===== src/verilog/fecc_params.svh =====
`ifndef FECC_PARAMS_SVH
`define FECC_PARAMS_SVH

// Write map
`define FECC_WR_SYMBOL_A      8'h00
`define FECC_WR_SYMBOL_B      8'h01
`define FECC_WR_CONTROL_ONE   8'h02
`define FECC_WR_CONTROL_TWO   8'h03

// Read map
`define FECC_RD_ENC_OUTPUT    8'h02
`define FECC_RD_ERR_LOW       8'h03
`define FECC_RD_ERR_HIGH      8'h04

// Symbol input fields
`define FECC_SYM_LO_POS       0
`define FECC_ERASE_LO_BIT     3
`define FECC_SYM_HI_POS       4
`define FECC_ERASE_HI_BIT     7

// Control one fields, and notation bit of control two
`define FECC_CTL_SERIAL_BIT   0
`define FECC_CTL_OQPSK_BIT    1
`define FECC_CTL_RATE_POS     2
`define FECC_CTL_NOTATION_BIT 0

// Encoder output fields
`define FECC_ENC_THIRD_BIT    2
`define FECC_ENC_PHASE_BIT    3

// Reset values
`define FECC_CTL_ONE_RESET    8'h04
`define FECC_CTL_TWO_RESET    8'h00

// Puncture periods in input bits
`define FECC_PUNCT_LEN_34     3
`define FECC_PUNCT_LEN_78     7

// Generator polynomials, constraint length 7
`define FECC_GEN_FIRST        7'h79
`define FECC_GEN_SECOND       7'h5B
`define FECC_GEN_THIRD        7'h65

`endif


===== src/verilog/fecc_pkg.sv =====
package fecc_pkg;

  typedef enum logic [3:0] {
    FECC_RATE_12 = 4'b0001,
    FECC_RATE_34 = 4'b0010,
    FECC_RATE_13 = 4'b0100,
    FECC_RATE_78 = 4'b1000
  } fecc_rate_e;

  typedef logic [2:0] fecc_soft_t;

endpackage


===== src/verilog/fecc_conv_encoder.sv =====
`timescale 1ns/1ns
`include "fecc_params.svh"

module fecc_conv_encoder
  import fecc_pkg::*;
#(
  parameter int          K_LEN      = 7,
  parameter logic [6:0]  GEN_FIRST  = `FECC_GEN_FIRST,
  parameter logic [6:0]  GEN_SECOND = `FECC_GEN_SECOND,
  parameter logic [6:0]  GEN_THIRD  = `FECC_GEN_THIRD
)
(
  // Clock and reset
  input  wire logic              clock,
  input  wire logic              rst_n,
  // Mode
  input  wire fecc_pkg::fecc_rate_e rate,
  input  wire logic              serial_mode,
  // Data bit in
  input  wire logic              bit_in,
  input  wire logic              bit_valid,
  // Symbols out
  output logic                   sym_first,
  output logic                   sym_second,
  output logic                   sym_third,
  output logic                   punct_first,
  output logic                   codeword_phase
);

  logic [K_LEN-2:0] shift_reg, shift_next;
  logic [2:0]       sym_reg, sym_next;
  logic [2:0]       phase_cnt_reg, phase_cnt_next;
  logic             punct_reg, punct_next;
  logic             cw_reg, cw_next;
  logic [K_LEN-1:0] window;
  logic [2:0]       period;

  function automatic logic parity_tap(input logic [6:0] w, input logic [6:0] g);
    parity_tap = ^(w & g);
  endfunction

  always_comb
  begin
    window         = {bit_in, shift_reg};
    period         = (rate == FECC_RATE_78) ? 3'(`FECC_PUNCT_LEN_78) : 3'(`FECC_PUNCT_LEN_34);
    shift_next     = shift_reg;
    sym_next       = sym_reg;
    phase_cnt_next = phase_cnt_reg;
    punct_next     = punct_reg;
    cw_next        = cw_reg;
    if (bit_valid)
    begin
      shift_next = window[K_LEN-1:1];
      sym_next   = {parity_tap(window, GEN_THIRD), parity_tap(window, GEN_SECOND),
                    parity_tap(window, GEN_FIRST)};
      // Phase 0 marks the first symbol of the puncture pattern
      punct_next     = (phase_cnt_reg == 3'h0);
      phase_cnt_next = (phase_cnt_reg + 3'h1 >= period) ? 3'h0 : phase_cnt_reg + 3'h1;
      // Serial mode alternates the two code words on one line
      cw_next = serial_mode ? ~cw_reg : 1'b0;
    end
  end

  always_ff @(posedge clock or negedge rst_n)
  begin
    if (!rst_n)
    begin
      shift_reg     <= '0;
      sym_reg       <= 3'h0;
      phase_cnt_reg <= 3'h0;
      punct_reg     <= 1'b0;
      cw_reg        <= 1'b0;
    end
    else
    begin
      shift_reg     <= shift_next;
      sym_reg       <= sym_next;
      phase_cnt_reg <= phase_cnt_next;
      punct_reg     <= punct_next;
      cw_reg        <= cw_next;
    end
  end

  assign sym_first      = sym_reg[0];
  assign sym_second     = sym_reg[1];
  assign sym_third      = sym_reg[2];
  assign punct_first    = punct_reg;
  assign codeword_phase = cw_reg;

endmodule


===== src/verilog/fecc_regport.sv =====
// What this block does
// - Encoder output read shows first, second symbols; third symbol at rate 1/3.
// - At rates 3/4 and 7/8, bit 2 flags first puncture-pattern symbol.
// - In serial mode, bit 3 shows first code word active.
// - Read offset three returns low byte of 16-bit error rate.
// - Read offset four returns high byte of 16-bit error rate.
// - Write offset zero carries second symbol bits 0-2, first symbol bits 4-6.
// - Bit 3 erases second symbol, bit 7 erases first symbol.
// - Write offset one carries third symbol on bits 4-6; bits 0-3 zero.
// - At rate 1/3, bit 7 of offset one erases third symbol.
// - At rates 3/4, 7/8, that bit resynchronises the puncture pattern instead.
// - Control one bit 0 selects serial or parallel input mode.
// - Bit 1 picks OQPSK or QPSK phase resolution in qualifying modes.
// - Control bits 2-5 enable rates 1/2, 3/4, 1/3, 7/8; bits 6-7 zero.
// - Notation bit chooses offset-binary (0) or sign-magnitude (1) soft inputs.
`timescale 1ns/1ns
`include "fecc_params.svh"

module fecc_regport
  import fecc_pkg::*;
(
  // Clock and reset
  input  wire logic                 clock,
  input  wire logic                 rst_n,
  // Register port
  input  wire logic [7:0]           addr,
  input  wire logic [7:0]           wr_data,
  input  wire logic                 wr_stb,
  input  wire logic                 rd_stb,
  output logic      [7:0]           rd_data,
  // Encoder data in
  input  wire logic                 enc_bit_in,
  input  wire logic                 enc_bit_valid,
  // Error rate measurement and phase sync enable from decoder core
  input  wire logic [15:0]          ber_result,
  input  wire logic                 ber_update,
  input  wire logic                 phase_sync_en,
  // Toward decoder core
  output fecc_pkg::fecc_soft_t      soft_in_first,
  output fecc_pkg::fecc_soft_t      soft_in_second,
  output fecc_pkg::fecc_soft_t      soft_in_third,
  output logic                      erase_first,
  output logic                      erase_second,
  output logic                      erase_third,
  output logic                      punct_sync,
  output logic                      symbols_valid,
  output logic                      serial_mode,
  output logic                      oqpsk_active,
  output logic      [3:0]           rate_enable,
  output logic                      soft_notation_select
);

  import fecc_pkg::*;

  // Register state
  logic [7:0]  ctl_one_reg, ctl_one_next;
  logic [7:0]  ctl_two_reg, ctl_two_next;
  logic [15:0] ber_reg, ber_next;
  logic [7:0]  rd_data_reg, rd_data_next;
  // Decoder side state
  fecc_soft_t  soft_a_reg, soft_a_next;
  fecc_soft_t  soft_b_reg, soft_b_next;
  fecc_soft_t  soft_c_reg, soft_c_next;
  logic [2:0]  erase_reg, erase_next;
  logic        sync_reg, sync_next;
  logic        valid_reg, valid_next;
  logic        oqpsk_reg, oqpsk_next;
  // Encoder and decode
  fecc_rate_e  rate;
  logic        enc_sym_first, enc_sym_second, enc_sym_third, enc_punct, enc_phase;
  logic [7:0]  enc_byte;
  logic        punctured;
  logic        wr_a, wr_b;

  // Map a raw symbol to offset binary; sign-magnitude zeros reverse magnitude
  function automatic fecc_soft_t to_offset_binary(input fecc_soft_t s, input logic sm);
    to_offset_binary = (sm && !s[2]) ? {1'b0, ~s[1:0]} : s;
  endfunction

  // Rate select
  always_comb
  begin
    unique case (ctl_one_reg[`FECC_CTL_RATE_POS +: 4])
      4'b0001: rate = FECC_RATE_12;
      4'b0010: rate = FECC_RATE_34;
      4'b0100: rate = FECC_RATE_13;
      4'b1000: rate = FECC_RATE_78;
      // Illegal mixes fall back to rate 1/2 so the datapath stays defined
      default: rate = FECC_RATE_12;
    endcase
  end

  assign punctured = (rate == FECC_RATE_34) || (rate == FECC_RATE_78);
  assign wr_a      = wr_stb && (addr == `FECC_WR_SYMBOL_A);
  assign wr_b      = wr_stb && (addr == `FECC_WR_SYMBOL_B);

  fecc_conv_encoder u_encoder (
    .clock          (clock),
    .rst_n          (rst_n),
    .rate           (rate),
    .serial_mode    (ctl_one_reg[`FECC_CTL_SERIAL_BIT]),
    .bit_in         (enc_bit_in),
    .bit_valid      (enc_bit_valid),
    .sym_first      (enc_sym_first),
    .sym_second     (enc_sym_second),
    .sym_third      (enc_sym_third),
    .punct_first    (enc_punct),
    .codeword_phase (enc_phase)
  );

  always_comb
  begin
    enc_byte = 8'h00;
    enc_byte[0] = enc_sym_first;
    enc_byte[1] = enc_sym_second;
    if (rate == FECC_RATE_13)
    begin
      enc_byte[`FECC_ENC_THIRD_BIT] = enc_sym_third;
    end
    else if (punctured)
    begin
      enc_byte[`FECC_ENC_THIRD_BIT] = enc_punct;
    end
    // code word phase in serial mode
    enc_byte[`FECC_ENC_PHASE_BIT] = ctl_one_reg[`FECC_CTL_SERIAL_BIT] && enc_phase;
  end

  // Control and read path
  always_comb
  begin
    ctl_one_next = ctl_one_reg;
    ctl_two_next = ctl_two_reg;
    ber_next     = ber_reg;
    rd_data_next = 8'h00;
    if (wr_stb && addr == `FECC_WR_CONTROL_ONE)
    begin
      // mode and rate control; bits 6-7 kept zero
      ctl_one_next = {2'b00, wr_data[5:0]};
    end
    if (wr_stb && addr == `FECC_WR_CONTROL_TWO)
    begin
      ctl_two_next = {7'h00, wr_data[`FECC_CTL_NOTATION_BIT]};
    end
    if (ber_update)
    begin
      ber_next = ber_result;
    end
    if (rd_stb)
    begin
      unique case (addr)
        `FECC_RD_ENC_OUTPUT: rd_data_next = enc_byte;
        `FECC_RD_ERR_LOW:    rd_data_next = ber_reg[7:0];
        `FECC_RD_ERR_HIGH:   rd_data_next = ber_reg[15:8];
        default:             rd_data_next = 8'h00;
      endcase
    end
  end

  always_ff @(posedge clock or negedge rst_n)
  begin
    if (!rst_n)
    begin
      ctl_one_reg <= `FECC_CTL_ONE_RESET;
      ctl_two_reg <= `FECC_CTL_TWO_RESET;
      ber_reg     <= 16'h0000;
      rd_data_reg <= 8'h00;
    end
    else
    begin
      ctl_one_reg <= ctl_one_next;
      ctl_two_reg <= ctl_two_next;
      ber_reg     <= ber_next;
      rd_data_reg <= rd_data_next;
    end
  end

  // Decoder symbol path
  always_comb
  begin
    soft_a_next = soft_a_reg;
    soft_b_next = soft_b_reg;
    soft_c_next = soft_c_reg;
    erase_next  = erase_reg;
    sync_next   = 1'b0;
    valid_next  = 1'b0;
    if (wr_a)
    begin
      // two symbols, first input in high nibble
      soft_b_next = to_offset_binary(wr_data[`FECC_SYM_LO_POS +: 3], ctl_two_reg[0]);
      soft_a_next = to_offset_binary(wr_data[`FECC_SYM_HI_POS +: 3], ctl_two_reg[0]);
      erase_next[1] = wr_data[`FECC_ERASE_LO_BIT];
      erase_next[0] = wr_data[`FECC_ERASE_HI_BIT];
      // Rate 1/3 waits for the third symbol before presenting a set
      valid_next = (rate != FECC_RATE_13);
    end
    if (wr_b)
    begin
      soft_c_next = to_offset_binary(wr_data[`FECC_SYM_HI_POS +: 3], ctl_two_reg[0]);
      erase_next[2] = (rate == FECC_RATE_13) && wr_data[`FECC_ERASE_HI_BIT];
      // puncture resync at 3/4 and 7/8
      sync_next  = punctured && wr_data[`FECC_ERASE_HI_BIT];
      valid_next = (rate == FECC_RATE_13);
    end
  end

  always_comb
  begin
    oqpsk_next = !ctl_one_reg[`FECC_CTL_SERIAL_BIT] && (rate != FECC_RATE_13)
                 && phase_sync_en && ctl_one_reg[`FECC_CTL_OQPSK_BIT];
  end

  always_ff @(posedge clock or negedge rst_n)
  begin
    if (!rst_n)
    begin
      soft_a_reg <= 3'h0;
      soft_b_reg <= 3'h0;
      soft_c_reg <= 3'h0;
      erase_reg  <= 3'h0;
      sync_reg   <= 1'b0;
      valid_reg  <= 1'b0;
      oqpsk_reg  <= 1'b0;
    end
    else
    begin
      soft_a_reg <= soft_a_next;
      soft_b_reg <= soft_b_next;
      soft_c_reg <= soft_c_next;
      erase_reg  <= erase_next;
      sync_reg   <= sync_next;
      valid_reg  <= valid_next;
      oqpsk_reg  <= oqpsk_next;
    end
  end

  assign rd_data              = rd_data_reg;
  assign soft_in_first        = soft_a_reg;
  assign soft_in_second       = soft_b_reg;
  assign soft_in_third        = soft_c_reg;
  assign erase_first          = erase_reg[0];
  assign erase_second         = erase_reg[1];
  assign erase_third          = erase_reg[2];
  assign punct_sync           = sync_reg;
  assign symbols_valid        = valid_reg;
  // serial select straight from its flop
  assign serial_mode          = ctl_one_reg[`FECC_CTL_SERIAL_BIT];
  assign oqpsk_active         = oqpsk_reg;
  assign rate_enable          = ctl_one_reg[`FECC_CTL_RATE_POS +: 4];
  assign soft_notation_select = ctl_two_reg[`FECC_CTL_NOTATION_BIT];
endmodule

===== config.mk =====
export PLATFORM = sky130hd
export DESIGN_NAME = fecc_regport
export DESIGN_NICKNAME = d
export VERILOG_FILES = /design/src/verilog/fecc_pkg.sv /design/src/verilog/fecc_conv_encoder.sv /design/src/verilog/fecc_regport.sv
export VERILOG_INCLUDE_DIRS = /design/src /design/src/verilog
export SDC_FILE = /design/constraint.sdc
export NUM_CORES = 1
export LEC_CHECK = 0
export ABC_AREA = 0
export BUFFER_PORTS_ARGS = -buffer_cell sky130_fd_sc_hd__buf_2
export CORE_ASPECT_RATIO = 0.5
export CORE_MARGIN = 2
export CORE_UTILIZATION = 52
export CTS_CLUSTER_DIAMETER = 50
export DETAILED_ROUTE_END_ITERATION = 16
export PLACE_DENSITY = 0.84
export SYNTH_ARGS = -nofsm -noshare
export SYNTH_HDL_FRONTEND = slang
export SYNTH_SLANG_ARGS = --single-unit

===== constraint.sdc =====
create_clock -name clock -period 2.1 [get_ports clock]
set_clock_uncertainty 0.1 [all_clocks]
set_input_delay 0.105 -clock clock [delete_from_list [all_inputs] [get_ports clock]]
set_output_delay 0.105 -clock clock [all_outputs]
set_load 0.005 [all_outputs]

==> results of run 1 <==
[Yosys cell counts (2+ instances only)]
cell       instances  share of area (%)
a21oi_1            2               0.37
a22o_1             2               0.65
a22oi_1            8                2.2
and4_1             2               0.65
buf_2              5               0.93
buf_4              4                1.1
dfrtp_1           59                 55
ha_1               4                1.9
inv_1              8                1.1
mux2_1            10                4.2
mux2_2            25                 10
mux2_4             6                3.3
mux2i_1            2               0.74
nand2_1            6               0.83
nand3_1            2               0.37
nand3b_1           4                1.1
nor2_1             9                1.3
nor2b_1            5                1.2
nor4b_1            2               0.65
o2111ai_1          2               0.65
o21ai_1            4               0.74
o22ai_1            2               0.46
xnor2_1           10                3.2
xor2_1             4                1.3
[cell families after synthesis]
| kind of cell | count (synthesis) | synth area share (%) |
|---|---|---|
| buf+inv | 20 | 3.98 |
| compound gates | 23 | 5.98 |
| mux | 43 | 18.7 |
| simple gates | 41 | 9.36 |
| fa+ha+maj | 4 | 1.85 |
| flops | 60 | 55.6 |
| xor+xnor | 14 | 4.54 |
[power groups by stage]
stage / combinational (mW) / clock [mW] / sequential, mW
2_1_floorplan: 0.362 / 0 / 1.39
3_3_place_gp: 0.470 / 0 / 1.40
3_5_place_dp: 0.501 / 0 / 1.41
4_1_cts: 0.550 / 1.26 / 1.39
5_1_grt: 0.604 / 1.32 / 1.41
6_report: 0.546 / 1.25 / 1.39
[worst max-delay path, stage by stage (launching register included)]
cell      delay [ps]
dfrtp_1          390
ha_1             210
xnor2_1          180
inv_1             80
ha_1             280
o21ai_0           70
nand3b_1         150
mux2i_1          170
[worst paths after layout]
check / slack [ps] / from / end / depth (start not counted)
worst max-delay path: 390 / u_encoder.phase_cnt_reg[0] / u_encoder.phase_cnt_reg[0] / 7
worst min-delay path: 20 / wr_stb / ctl_two_reg[0] / 3
worst max register to register: 390 / u_encoder.phase_cnt_reg[0] / u_encoder.phase_cnt_reg[0] / 7
worst min register to register: 370 / u_encoder.codeword_phase / u_encoder.codeword_phase / 1
max in group asynchronous: 960 / rst_n / ber_reg[9] / 3
min in group asynchronous: 250 / rst_n / u_encoder.shift_reg[2] / 2
[per-layer routing]
metal	part of all wire, %	GRT usage (%)	up-vias
li1	-	-	911
met1	43	23.7	969
met2	52	37.8	47
met3	4.4	4.80	7
met4	0.96	9.87	0
met5	0	0	-
[per-stage QoR]
stage | total power, mW | hold WS, ps | util, %
final | 3.19 | 18.0 | 72.2
after global routing | 3.33 | 14.1 | 72.2
after CTS | 3.21 | 6.92 | 72.2
after detailed placement | 1.91 | 91.3 | 61.9
after global placement | 1.87 | 76.2 | 61.9
after floorplan | 1.75 | -291 | -
[repair_timing]
| action | in CTS | in global routing |
|---|---|---|
| hold endpoints to repair | 63 | 0 |
| hold buffers | 27 | 0 |
| buffers inserted | 0 | 0 |
[final cells by class]
type | count | area share, %
Clock buffer | 11 | 3.95
Clock inverter | 5 | 2.80
Inverter | 8 | 0.839
Multi-Input combinational cell | 125 | 30.5
Sequential cell | 60 | 42.0
Tap cell | 70 | 2.45
Timing Repair Buffer | 97 | 17.5
==> key figures, run 1 <==
Run status
  – Outcome: finished, final reports clean

Logic synthesis
  – Syn Nets: between 200 and 250
  – Synth cell types: between 40 and 50
  – Synth Instances: 205
  – Top FF cell, synth: dfrtp_1
  – Ys Warns: 0
  – Post-synth EDFFs: 0
  – Synth Cell Area: 2700 um^2
  – Post-synthesis register bit count: 60
  – Sequential share of the synthesized area: 55.6%
  – Async SR Flop Fraction: 100%
  – Syn avg cell area: 13.2 um^2

Timing
  – Final period utilization: 81.4%
  – Fin crit period: 1710 ps
  – Setup violators final: 0
  – Hold Vio Cnt, Final: 0
  – Worst Max-Slew Pin Slew: around 720 ps
  – Final Max Tran Viols: 0
  – RSZ-0062 raised after global routing: no
  – Relative slew slack: 51.8%
  – Max Freq: 0.585 GHz
  – Final worst slack: 391 ps
  – Setup Total Neg Slack: 0 ps

Power and ir drop
  – Flop pwr share: 43.7%
  – Gate power share: between 10% and 20%
  – Leak Pwr: 1.74 nW
  – NetSw: 764 uW
  – Worst-case vdd ir drop: around 0.53 mV
  – Internal: 2.43 mW
  – Clock Power Share: 39.2%
  – Switching share of power: 23.9%
  – Power density cells: a little under 900 nW/um^2

Worst setup path
  – CP required: 2250 ps
  – CP Class: reg2reg
  – Setup crit end kind: flop
  – Setup crit start kind: flop
  – Critical path arrival: 1860 ps
  – Critical path fanouts, max: 3

Clock tree
  – Root Driver: clkbuf_8
  – H-tree levels: 3
  – TritonCTS buffer count: 9
  – CTS-repair resized insts: 0
  – CTS max path bufs: 2
  – Clock sinks: 60
  – Clock Latency Late Sink: around 330 ps
  – Clock Pin Slew Worst Setup and Hold Paths: 60 ps
  – CTS tree: built

Cells and area
  – Layout cells sized above 1: 40.2%
  – Post-route insts no fill: 376
  – Finished Cell Area: 3580 um^2
  – Total Nets Final: 345
  – Max reg flops: 16
  – Antenna cell count: 0
  – Fillers: 337
  – Multi-input gate area: 1090 um^2
  – Most frequent cells in the layout: 68 x buf_2, 59 x dfrtp_1, 27 x dlygate4sd3_1
  – Most common cell after layout, fill and taps aside: buf_2
  – Reg area: roughly 1500 um^2
  – Syn-to-layout area delta: 32.5%

Routing
  – # DRC: 0
  – Vias: 1,934
  – WL/cell: 15.2 um
  – Final ANT Viol Nets: 0
  – Pre-Repair DR Iteration Count: 4
  – First DRT Iteration DRCs: 49
  – Routed vias/inst: 5.14
  – Detailed-route wire length: 5710 um

Global routing
  – Antenna violations before repair: 0
  – Largest net degree at the start of global routing: 33
  – Vias in the first global route: 1,858
  – Gr usage total: 20.5%
  – Grt ovf: 0
  – Wire length of the first global-routing pass: between 8000 and 9000 um

Min path
  – Hold WC Path Type: in2reg

Place
  – Post-DP HPWL: 3940 um
  – Post-place setup slack: about 350 ps
  – Port-buffer cells: 68
  – Post-Place Cells: 333
  – DP Area: between 3000 and 4000 um^2
  – RePlAce Congestion: 0.793

Die
  – Initial core utilization: between 50% and 60%
  – Die height: 55.0 um
  – Core Box Area: roughly 5000 um^2
  – Die ar.: 5820 um^2
  – Die X: 106 um
  – Row Count: 18
  – Io pins: 69

Job
  – Max capacitance violation total: 0
No activity file was read; power rests on OpenSTA's default activity.
==> run 2: changes to the inputs <==
Settings changed: CORE_UTILIZATION 52 to 47, PLACE_DENSITY 0.84 to 0.8.
Clock period 2.1 ns to 1.46 ns, I/O delays scaled along.
==> run 2 against run 1 <==
Compared with the run above: largest power group is now the clock network; count of clock-buffer cells in the layout fell by 1; the run now ends with negative setup slack left; flip-flop and latch count did not move; combinational power rose by 75%; core utilization fell by 2.7 points.
==> key figures, run 2 (same netlist as run 1, synthesis figures left out) <==
Cells and area
  – Fillers: 374 (+11%)
  – Most frequent cells in the layout: 68 x buf_2, 59 x dfrtp_1, 28 x dlygate4sd3_1
  – Layout cells sized above 1: 45.0% (+4.8 points)
  – Multi-input gate area: 1110 um^2 (+1.5%)
  – Most common cell after layout, fill and taps aside: buf_2
  – Max reg flops: 16 (unchanged)
  – Final design utilization: 69.5% (-2.7 points)
  – Reg area: 1500 um^2 (unchanged)
  – Total Nets Final: 366 (+6.1%)
  – Antenna cell count: 0 (unchanged)
  – Syn-to-layout area delta: 41.9%

Timing
  – WHS: 68.9 ps (+50.9 ps)
  – RSZ-0062 raised after global routing: yes
  – Fin crit period: 1640 ps (-68.9 ps)
  – Final worst slack: -180 ps (-571 ps)
  – Final period utilization: 112% (+31 points)
  – Setup violators final: 3 (+3)
  – Max Freq: 0.610 GHz (+4.2%)
  – Hold Vio Cnt, Final: 0 (unchanged)
  – Relative slew slack: 53.1% (+1.3 points)
  – Worst Max-Slew Pin Slew: 703 ps (-19.2 ps)
  – Final Max Tran Viols: 0 (unchanged)
  – Setup Total Neg Slack: -493 ps (-493 ps)

Worst setup path
  – Cell family with most CP delay: adder cells
  – RR Startpoint: u_encoder.phase_cnt_reg[1]
  – R2r setup slk: -180 ps (-570 ps)
  – CP Class: reg2reg
  – CP max-delay cell: dfrtp_1
  – R2R cell count: 7 (unchanged)
  – Setup crit end kind: flop
  – Worst r2r dst: u_encoder.phase_cnt_reg[0]
  – CP required: 1610 ps (-640 ps)
  – CP bufs+invs: 1 (unchanged)
  – Critical path fanouts, max: 3 (unchanged)
  – Worst-path cell chain: ha_2, xnor2_2, inv_1, ha_1, o21ai_1, nand3b_1, mux2i_1
  – Setup crit start kind: flop
  – Worst Setup SP: u_encoder.phase_cnt_reg[1]
  – Slowest cell delay on critical path: 400 ps (about the same)
  – Critical path arrival: 1790 ps (-70 ps)
  – Crit path depth: 7 (unchanged)
  – Crit path to: u_encoder.phase_cnt_reg[0]

Power and ir drop
  – Leak Pwr: 1.87 nW (+7.7%)
  – Worst-case vdd ir drop: 0.709 mV (+35%)
  – Gate power share: 18.7% (+1.6 points)
  – Internal: 3.79 mW (+56%)
  – Switching share of power: 25.5% (+1.5 points)
  – Clock Power Share: 41.8% (+2.6 points)
  – Power density cells: 1330 nW/um^2 (+49%)
  – NetSw: 1.30 mW (+70%)
  – Flop pwr share: 39.5% (-4.2 points)

Die
  – Io pins: 69 (unchanged)
  – Row Count: 19 (+1)
  – Die X: 111 um (+5.0%)
  – Initial core utilization: 49.0% (-5.5 points)
  – Die height: 57.6 um (+4.8%)
  – Die ar.: 6410 um^2 (+10%)
  – Core Box Area: 5520 um^2 (+11%)

Clock tree
  – CTS max path bufs: 2 (unchanged)
  – TritonCTS buffer count: 9 (unchanged)
  – Clock Latency Late Sink: 330 ps (about the same)
  – H-tree levels: 3 (unchanged)
  – Clock Pin Slew Worst Setup and Hold Paths: 50 ps (about the same)
  – CTS tree: built
  – Root Driver: clkbuf_16
  – Clock sinks: 60 (unchanged)

Routing
  – Final ANT Viol Nets: 0 (unchanged)
  – Vias: 2,045 (+5.7%)
  – Routed vias/inst: 5.11 (-0.60%)
  – First DRT Iteration DRCs: 100 (+100%)
  – Detailed-route wire length: 6670 um (+17%)
  – # DRC: 0 (unchanged)
  – Pre-Repair DR Iteration Count: 5 (+1)
  – WL/cell: 16.7 um (+9.8%)

Global routing
  – Wire length of the first global-routing pass: 11,100 um (+28%)
  – Vias in the first global route: 2,297 (+24%)
  – Largest net degree at the start of global routing: 23 (-30%)
  – Antenna violations before repair: 0 (unchanged)
  – Gr usage total: 22.9% (+2.4 points)
  – Grt ovf: 0 (unchanged)

Place
  – Post-DP HPWL: 4560 um (+16%)
  – Port-buffer cells: 68 (unchanged)
  – RePlAce Congestion: 0.851 (+7.2%)

Run status
  – Failing checks: negative setup slack
  – Outcome: complete, but fails checks

Min path
  – Hold WC Path Type: in2reg

Job
  – Max capacitance violation total: 0 (unchanged)
## run 2: changes by cell type in the layout (fill, tap and decap cells not counted), sizes merged
cell / delta
buf: +20
bufinv: -2
clkbuf: -1
clkinv: +1
clkinvlp: +2
dlygate4sd3: +1
## run 2: how the worst min path moves through the flow
stage	slack [ps]	startpoint	to	cells after the start
finish	70	enc_bit_valid	u_encoder.phase_cnt_reg[0]	2
global route	90	enc_bit_valid	u_encoder.phase_cnt_reg[0]	2
CTS	50	enc_bit_valid	u_encoder.phase_cnt_reg[0]	2
detailed placement	-10	rst_n	u_encoder.shift_reg[4]	1
global placement	-30	rst_n	u_encoder.shift_reg[4]	1
floorplan	-320	rst_n	ber_reg[0]	0
## run 2: worst register-to-register path, stage by stage, from the launching register on
cell,delay [ps]
dfrtp_1,400
ha_2,200
xnor2_2,140
inv_1,60
ha_1,260
o21ai_1,80
nand3b_1,150
mux2i_1,170
## run 2: power groups by stage
| stage | sequential (mW) | combinational (mW) | clock (mW) |
|---|---|---|---|
| floorplan | 2.00 | 0.537 | 0 |
| global placement | 2.01 | 0.806 | 0 |
| detailed placement | 2.03 | 0.867 | 0 |
| CTS | 2.00 | 0.949 | 2.16 |
| global route | 2.04 | 1.05 | 2.25 |
| finish | 2.01 | 0.953 | 2.12 |
## run 2: layer usage
layer | vias up | part of all wire, % | global-route usage, %
li1 | 951 | - | -
met3 | 12 | 5.5 | 7.43
met2 | 59 | 52 | 40.7
met4 | 0 | 1.9 | 10.4
met1 | 1023 | 40 | 26.0
met5 | - | 0 | 0
## run 2: metrics by stage
| step | power (mW) | area (um^2) | instances | setup slack (ps) |
|---|---|---|---|---|
| 6_report | 5.08 | 3830 | 400 | -180 |
| 5_1_grt | 5.34 | 3830 | 400 | -272 |
| 4_1_cts | 5.11 | 3830 | 400 | -151 |
| 3_5_place_dp | 2.90 | 3240 | 355 | -157 |
| 3_3_place_gp | 2.81 | 3240 | 355 | -73.6 |
| 2_1_floorplan | 2.54 | 2710 | 205 | -61.0 |
## run 2: cell type report
| class | count | share of cell area [%] |
|---|---|---|
| Multi-Input combinational cell | 125 | 28.9 |
| Inverter | 8 | 0.784 |
| Sequential cell | 60 | 39.2 |
| Tap cell | 73 | 2.38 |
| Clock buffer | 10 | 6.24 |
| Timing Repair Buffer | 118 | 20.8 |
| Clock inverter | 6 | 1.67 |
## run 2: repair_timing
| item | CTS | global route |
|---|---|---|
| endpoints found under the hold margin | 52 | 0 |
| setup endpoints to repair | 3 | 6 |
| hold buffers | 28 | 0 |
| buffers inserted | 1 | 0 |
| gates resized for setup | 0 | 1 |
| cloned | 0 | 0 |
| pin swaps | 1 | 0 |
==> run 3: changes to the inputs <==
Settings changed: CORE_MARGIN 2 to unset.
==> run 3 against run 2 <==
Compared with the run above: core utilization grew 0.79 points; flip-flop and latch count unchanged; critical path depth is the same; power increased by 5.8%; the run still ends with negative setup slack left; setup slack got worse by 38 ps; hold slack got worse by 34 ps; non-clock buffer count unchanged; fmax decreased by 2.3%; routed wire length is 2.0% lower; global-route usage rose by 1.6 points.
==> key figures, run 3 (same netlist as run 1, synthesis figures left out) <==
Power and ir drop
  – Worst-case vdd ir drop: 1.39 mV (+95%)
  – Leak Pwr: 1.89 nW (+1.2%)
  – Tot Pwr: 5.38 mW (+5.8%)
  – Power density cells: 1390 nW/um^2 (+4.6%)

Die
  – Core Box Area: 5520 um^2 (unchanged)
  – Initial core utilization: 49.0% (unchanged)
  – Row Count: 19 (unchanged)
  – Die height: 55.6 um (-3.5%)
  – Die X: 109 um (-1.8%)
  – Io pins: 69 (unchanged)
  – Die ar.: 6070 um^2 (-5.2%)

Global routing
  – Antenna violations before repair: 0 (unchanged)
  – Vias in the first global route: 2,262 (-1.5%)
  – Largest net degree at the start of global routing: 38 (+65%)
  – Grt ovf: 0 (unchanged)
  – Gr usage total: 24.5% (+1.6 points)
  – Wire length of the first global-routing pass: 10,900 um (-2.4%)

Routing
  – Pre-Repair DR Iteration Count: 4 (-1)
  – WL/cell: 16.3 um (-2.0%)
  – # DRC: 0 (unchanged)
  – Routed vias/inst: 5.27 (+3.0%)
  – Vias: 2,106 (+3.0%)
  – First DRT Iteration DRCs: 87 (-13%)
  – Final ANT Viol Nets: 0 (unchanged)
  – Detailed-route wire length: 6540 um (-2.0%)

Cells and area
  – Syn-to-layout area delta: 43.5%
  – Total Nets Final: 366 (unchanged)
  – Final design utilization: 70.3% (+0.79 points)
  – Layout cells sized above 1: 45.0% (unchanged)
  – Max reg flops: 16 (unchanged)
  – Most common cell after layout, fill and taps aside: buf_2
  – Most frequent cells in the layout: 68 x buf_2, 59 x dfrtp_1, 28 x dlygate4sd3_1
  – Antenna cell count: 0 (unchanged)

Clock tree
  – CTS tree: built
  – Root Driver: clkbuf_16
  – Clock sinks: 60 (unchanged)
  – Clock Latency Late Sink: 330 ps (about the same)
  – TritonCTS buffer count: 9 (unchanged)
  – CTS max path bufs: 2 (unchanged)
  – Clock Pin Slew Worst Setup and Hold Paths: 50 ps (about the same)
  – H-tree levels: 3 (unchanged)

Worst setup path
  – Critical path fanouts, max: 3 (unchanged)
  – Setup crit end kind: flop
  – Worst-path cell chain: ha_2, xnor2_2, inv_1, ha_1, o21ai_1, nand3b_1, mux2i_1
  – Cell family with most CP delay: adder cells
  – CP max-delay cell: dfrtp_1
  – Critical path arrival: 1830 ps (+40 ps)
  – CP bufs+invs: 1 (unchanged)
  – RR Startpoint: u_encoder.phase_cnt_reg[1]
  – Slowest cell delay on critical path: 390 ps (about the same)
  – R2R cell count: 7 (unchanged)
  – R2r setup slk: -220 ps (-40 ps)
  – CP Class: reg2reg
  – Worst r2r dst: u_encoder.phase_cnt_reg[0]
  – CP required: 1610 ps (about the same)
  – Setup crit start kind: flop
  – Crit path depth: 7 (unchanged)

Timing
  – Hold Vio Cnt, Final: 0 (unchanged)
  – Max Freq: 0.596 GHz (-2.3%)
  – Final worst slack: -218 ps (-37.8 ps)
  – Relative slew slack: 54.9% (+1.8 points)
  – Final period utilization: 115% (+2.6 points)
  – Setup violators final: 3 (unchanged)
  – Worst Max-Slew Pin Slew: 676 ps (-26.7 ps)
  – RSZ-0062 raised after global routing: yes
  – Fin crit period: 1680 ps (+37.8 ps)
  – Final Max Tran Viols: 0 (unchanged)

Place
  – RePlAce Congestion: 0.758 (-11%)
  – Post-DP HPWL: 4300 um (-5.7%)
  – Port-buffer cells: 68 (unchanged)

Min path
  – Hold WC Path Type: in2async

Run status
  – Outcome: complete, but fails checks
  – Failing checks: negative setup slack

Job
  – Max capacitance violation total: 0 (unchanged)
run 3: changes by cell type in the layout (fill, tap and decap cells not counted):
cell,change
xnor2_1,-1
clkinv_2,-2
xor2_2,+1
clkinv_4,-1
xnor2_2,+1
xor2_1,-1
clkbuf_8,+2
bufinv_16,+1
clkinvlp_4,-1
nor4b_1,+1
nor4b_2,-1
clkbuf_1,+1
run 3: final cells by class:
cell class | instances | area [um^2]
Multi-Input combinational cell | 125 | 1120
Clock inverter | 3 | 67.6
Clock buffer | 13 | 270
Sequential cell | 60 | 1500
Timing Repair Buffer | 118 | 798
Inverter | 8 | 30.0
Fill cell | 374 | 1640
Tap cell | 73 | 91.3
run 3: where the power goes:
part           internal [mW]  switching, mW
sequential              1.87          0.142
combinational          0.598          0.423
clock                   1.63          0.717
run 3: timing repair:
| item | CTS | global route |
|---|---|---|
| endpoints found under the setup margin | 4 | 5 |
| hold buffers | 28 | 0 |
| setup buffers | 2 | 1 |
| gates resized for setup | 0 | 2 |
| hold endpoints to repair | 93 | 0 |
| pin swaps | 4 | 2 |
run 3: metrics by stage:
step	instance area (um^2)	setup slack [ps]	hold slack, ps	setup TNS, ps	instances
6_report	3880	-218	34.6	-558	400
5_1_grt	3880	-362	58.4	-911	400
4_1_cts	3850	-200	52.5	-522	399
2_1_floorplan	2710	-61.0	-323	-145	205
3_3_place_gp	3220	-70.8	-158	-270	353
3_5_place_dp	3220	-207	-150	-942	353
run 3: worst max path at each step:
stage,start,to,slack [ps]
6_report,u_encoder.phase_cnt_reg[1],u_encoder.phase_cnt_reg[0],-220
5_1_grt,u_encoder.phase_cnt_reg[0],u_encoder.phase_cnt_reg[0],-360
4_1_cts,u_encoder.phase_cnt_reg[1],u_encoder.phase_cnt_reg[0],-200
3_5_place_dp,u_encoder.phase_cnt_reg[1],u_encoder.phase_cnt_reg[0],-210
3_3_place_gp,u_encoder.phase_cnt_reg[0],u_encoder.phase_cnt_reg[0],-70
2_1_floorplan,u_encoder.phase_cnt_reg[0],u_encoder.phase_cnt_reg[0],-60
run 3: metal layers:
| metal | part of all wire (%) | track usage [%] | vias up |
|---|---|---|---|
| li1 | - | - | 960 |
| met1 | 41 | 29.7 | 1062 |
| met2 | 51 | 40.2 | 69 |
| met3 | 6.1 | 8.78 | 15 |
| met4 | 1.9 | 9.71 | 0 |
| met5 | 0 | 0 | - |
run 3: worst reg2reg max path: stages, from the launching register on:
cell	delay, ps
dfrtp_1	390
ha_2	190
xnor2_2	140
inv_1	60
ha_1	280
o21ai_1	90
nand3b_1	150
mux2i_1	190
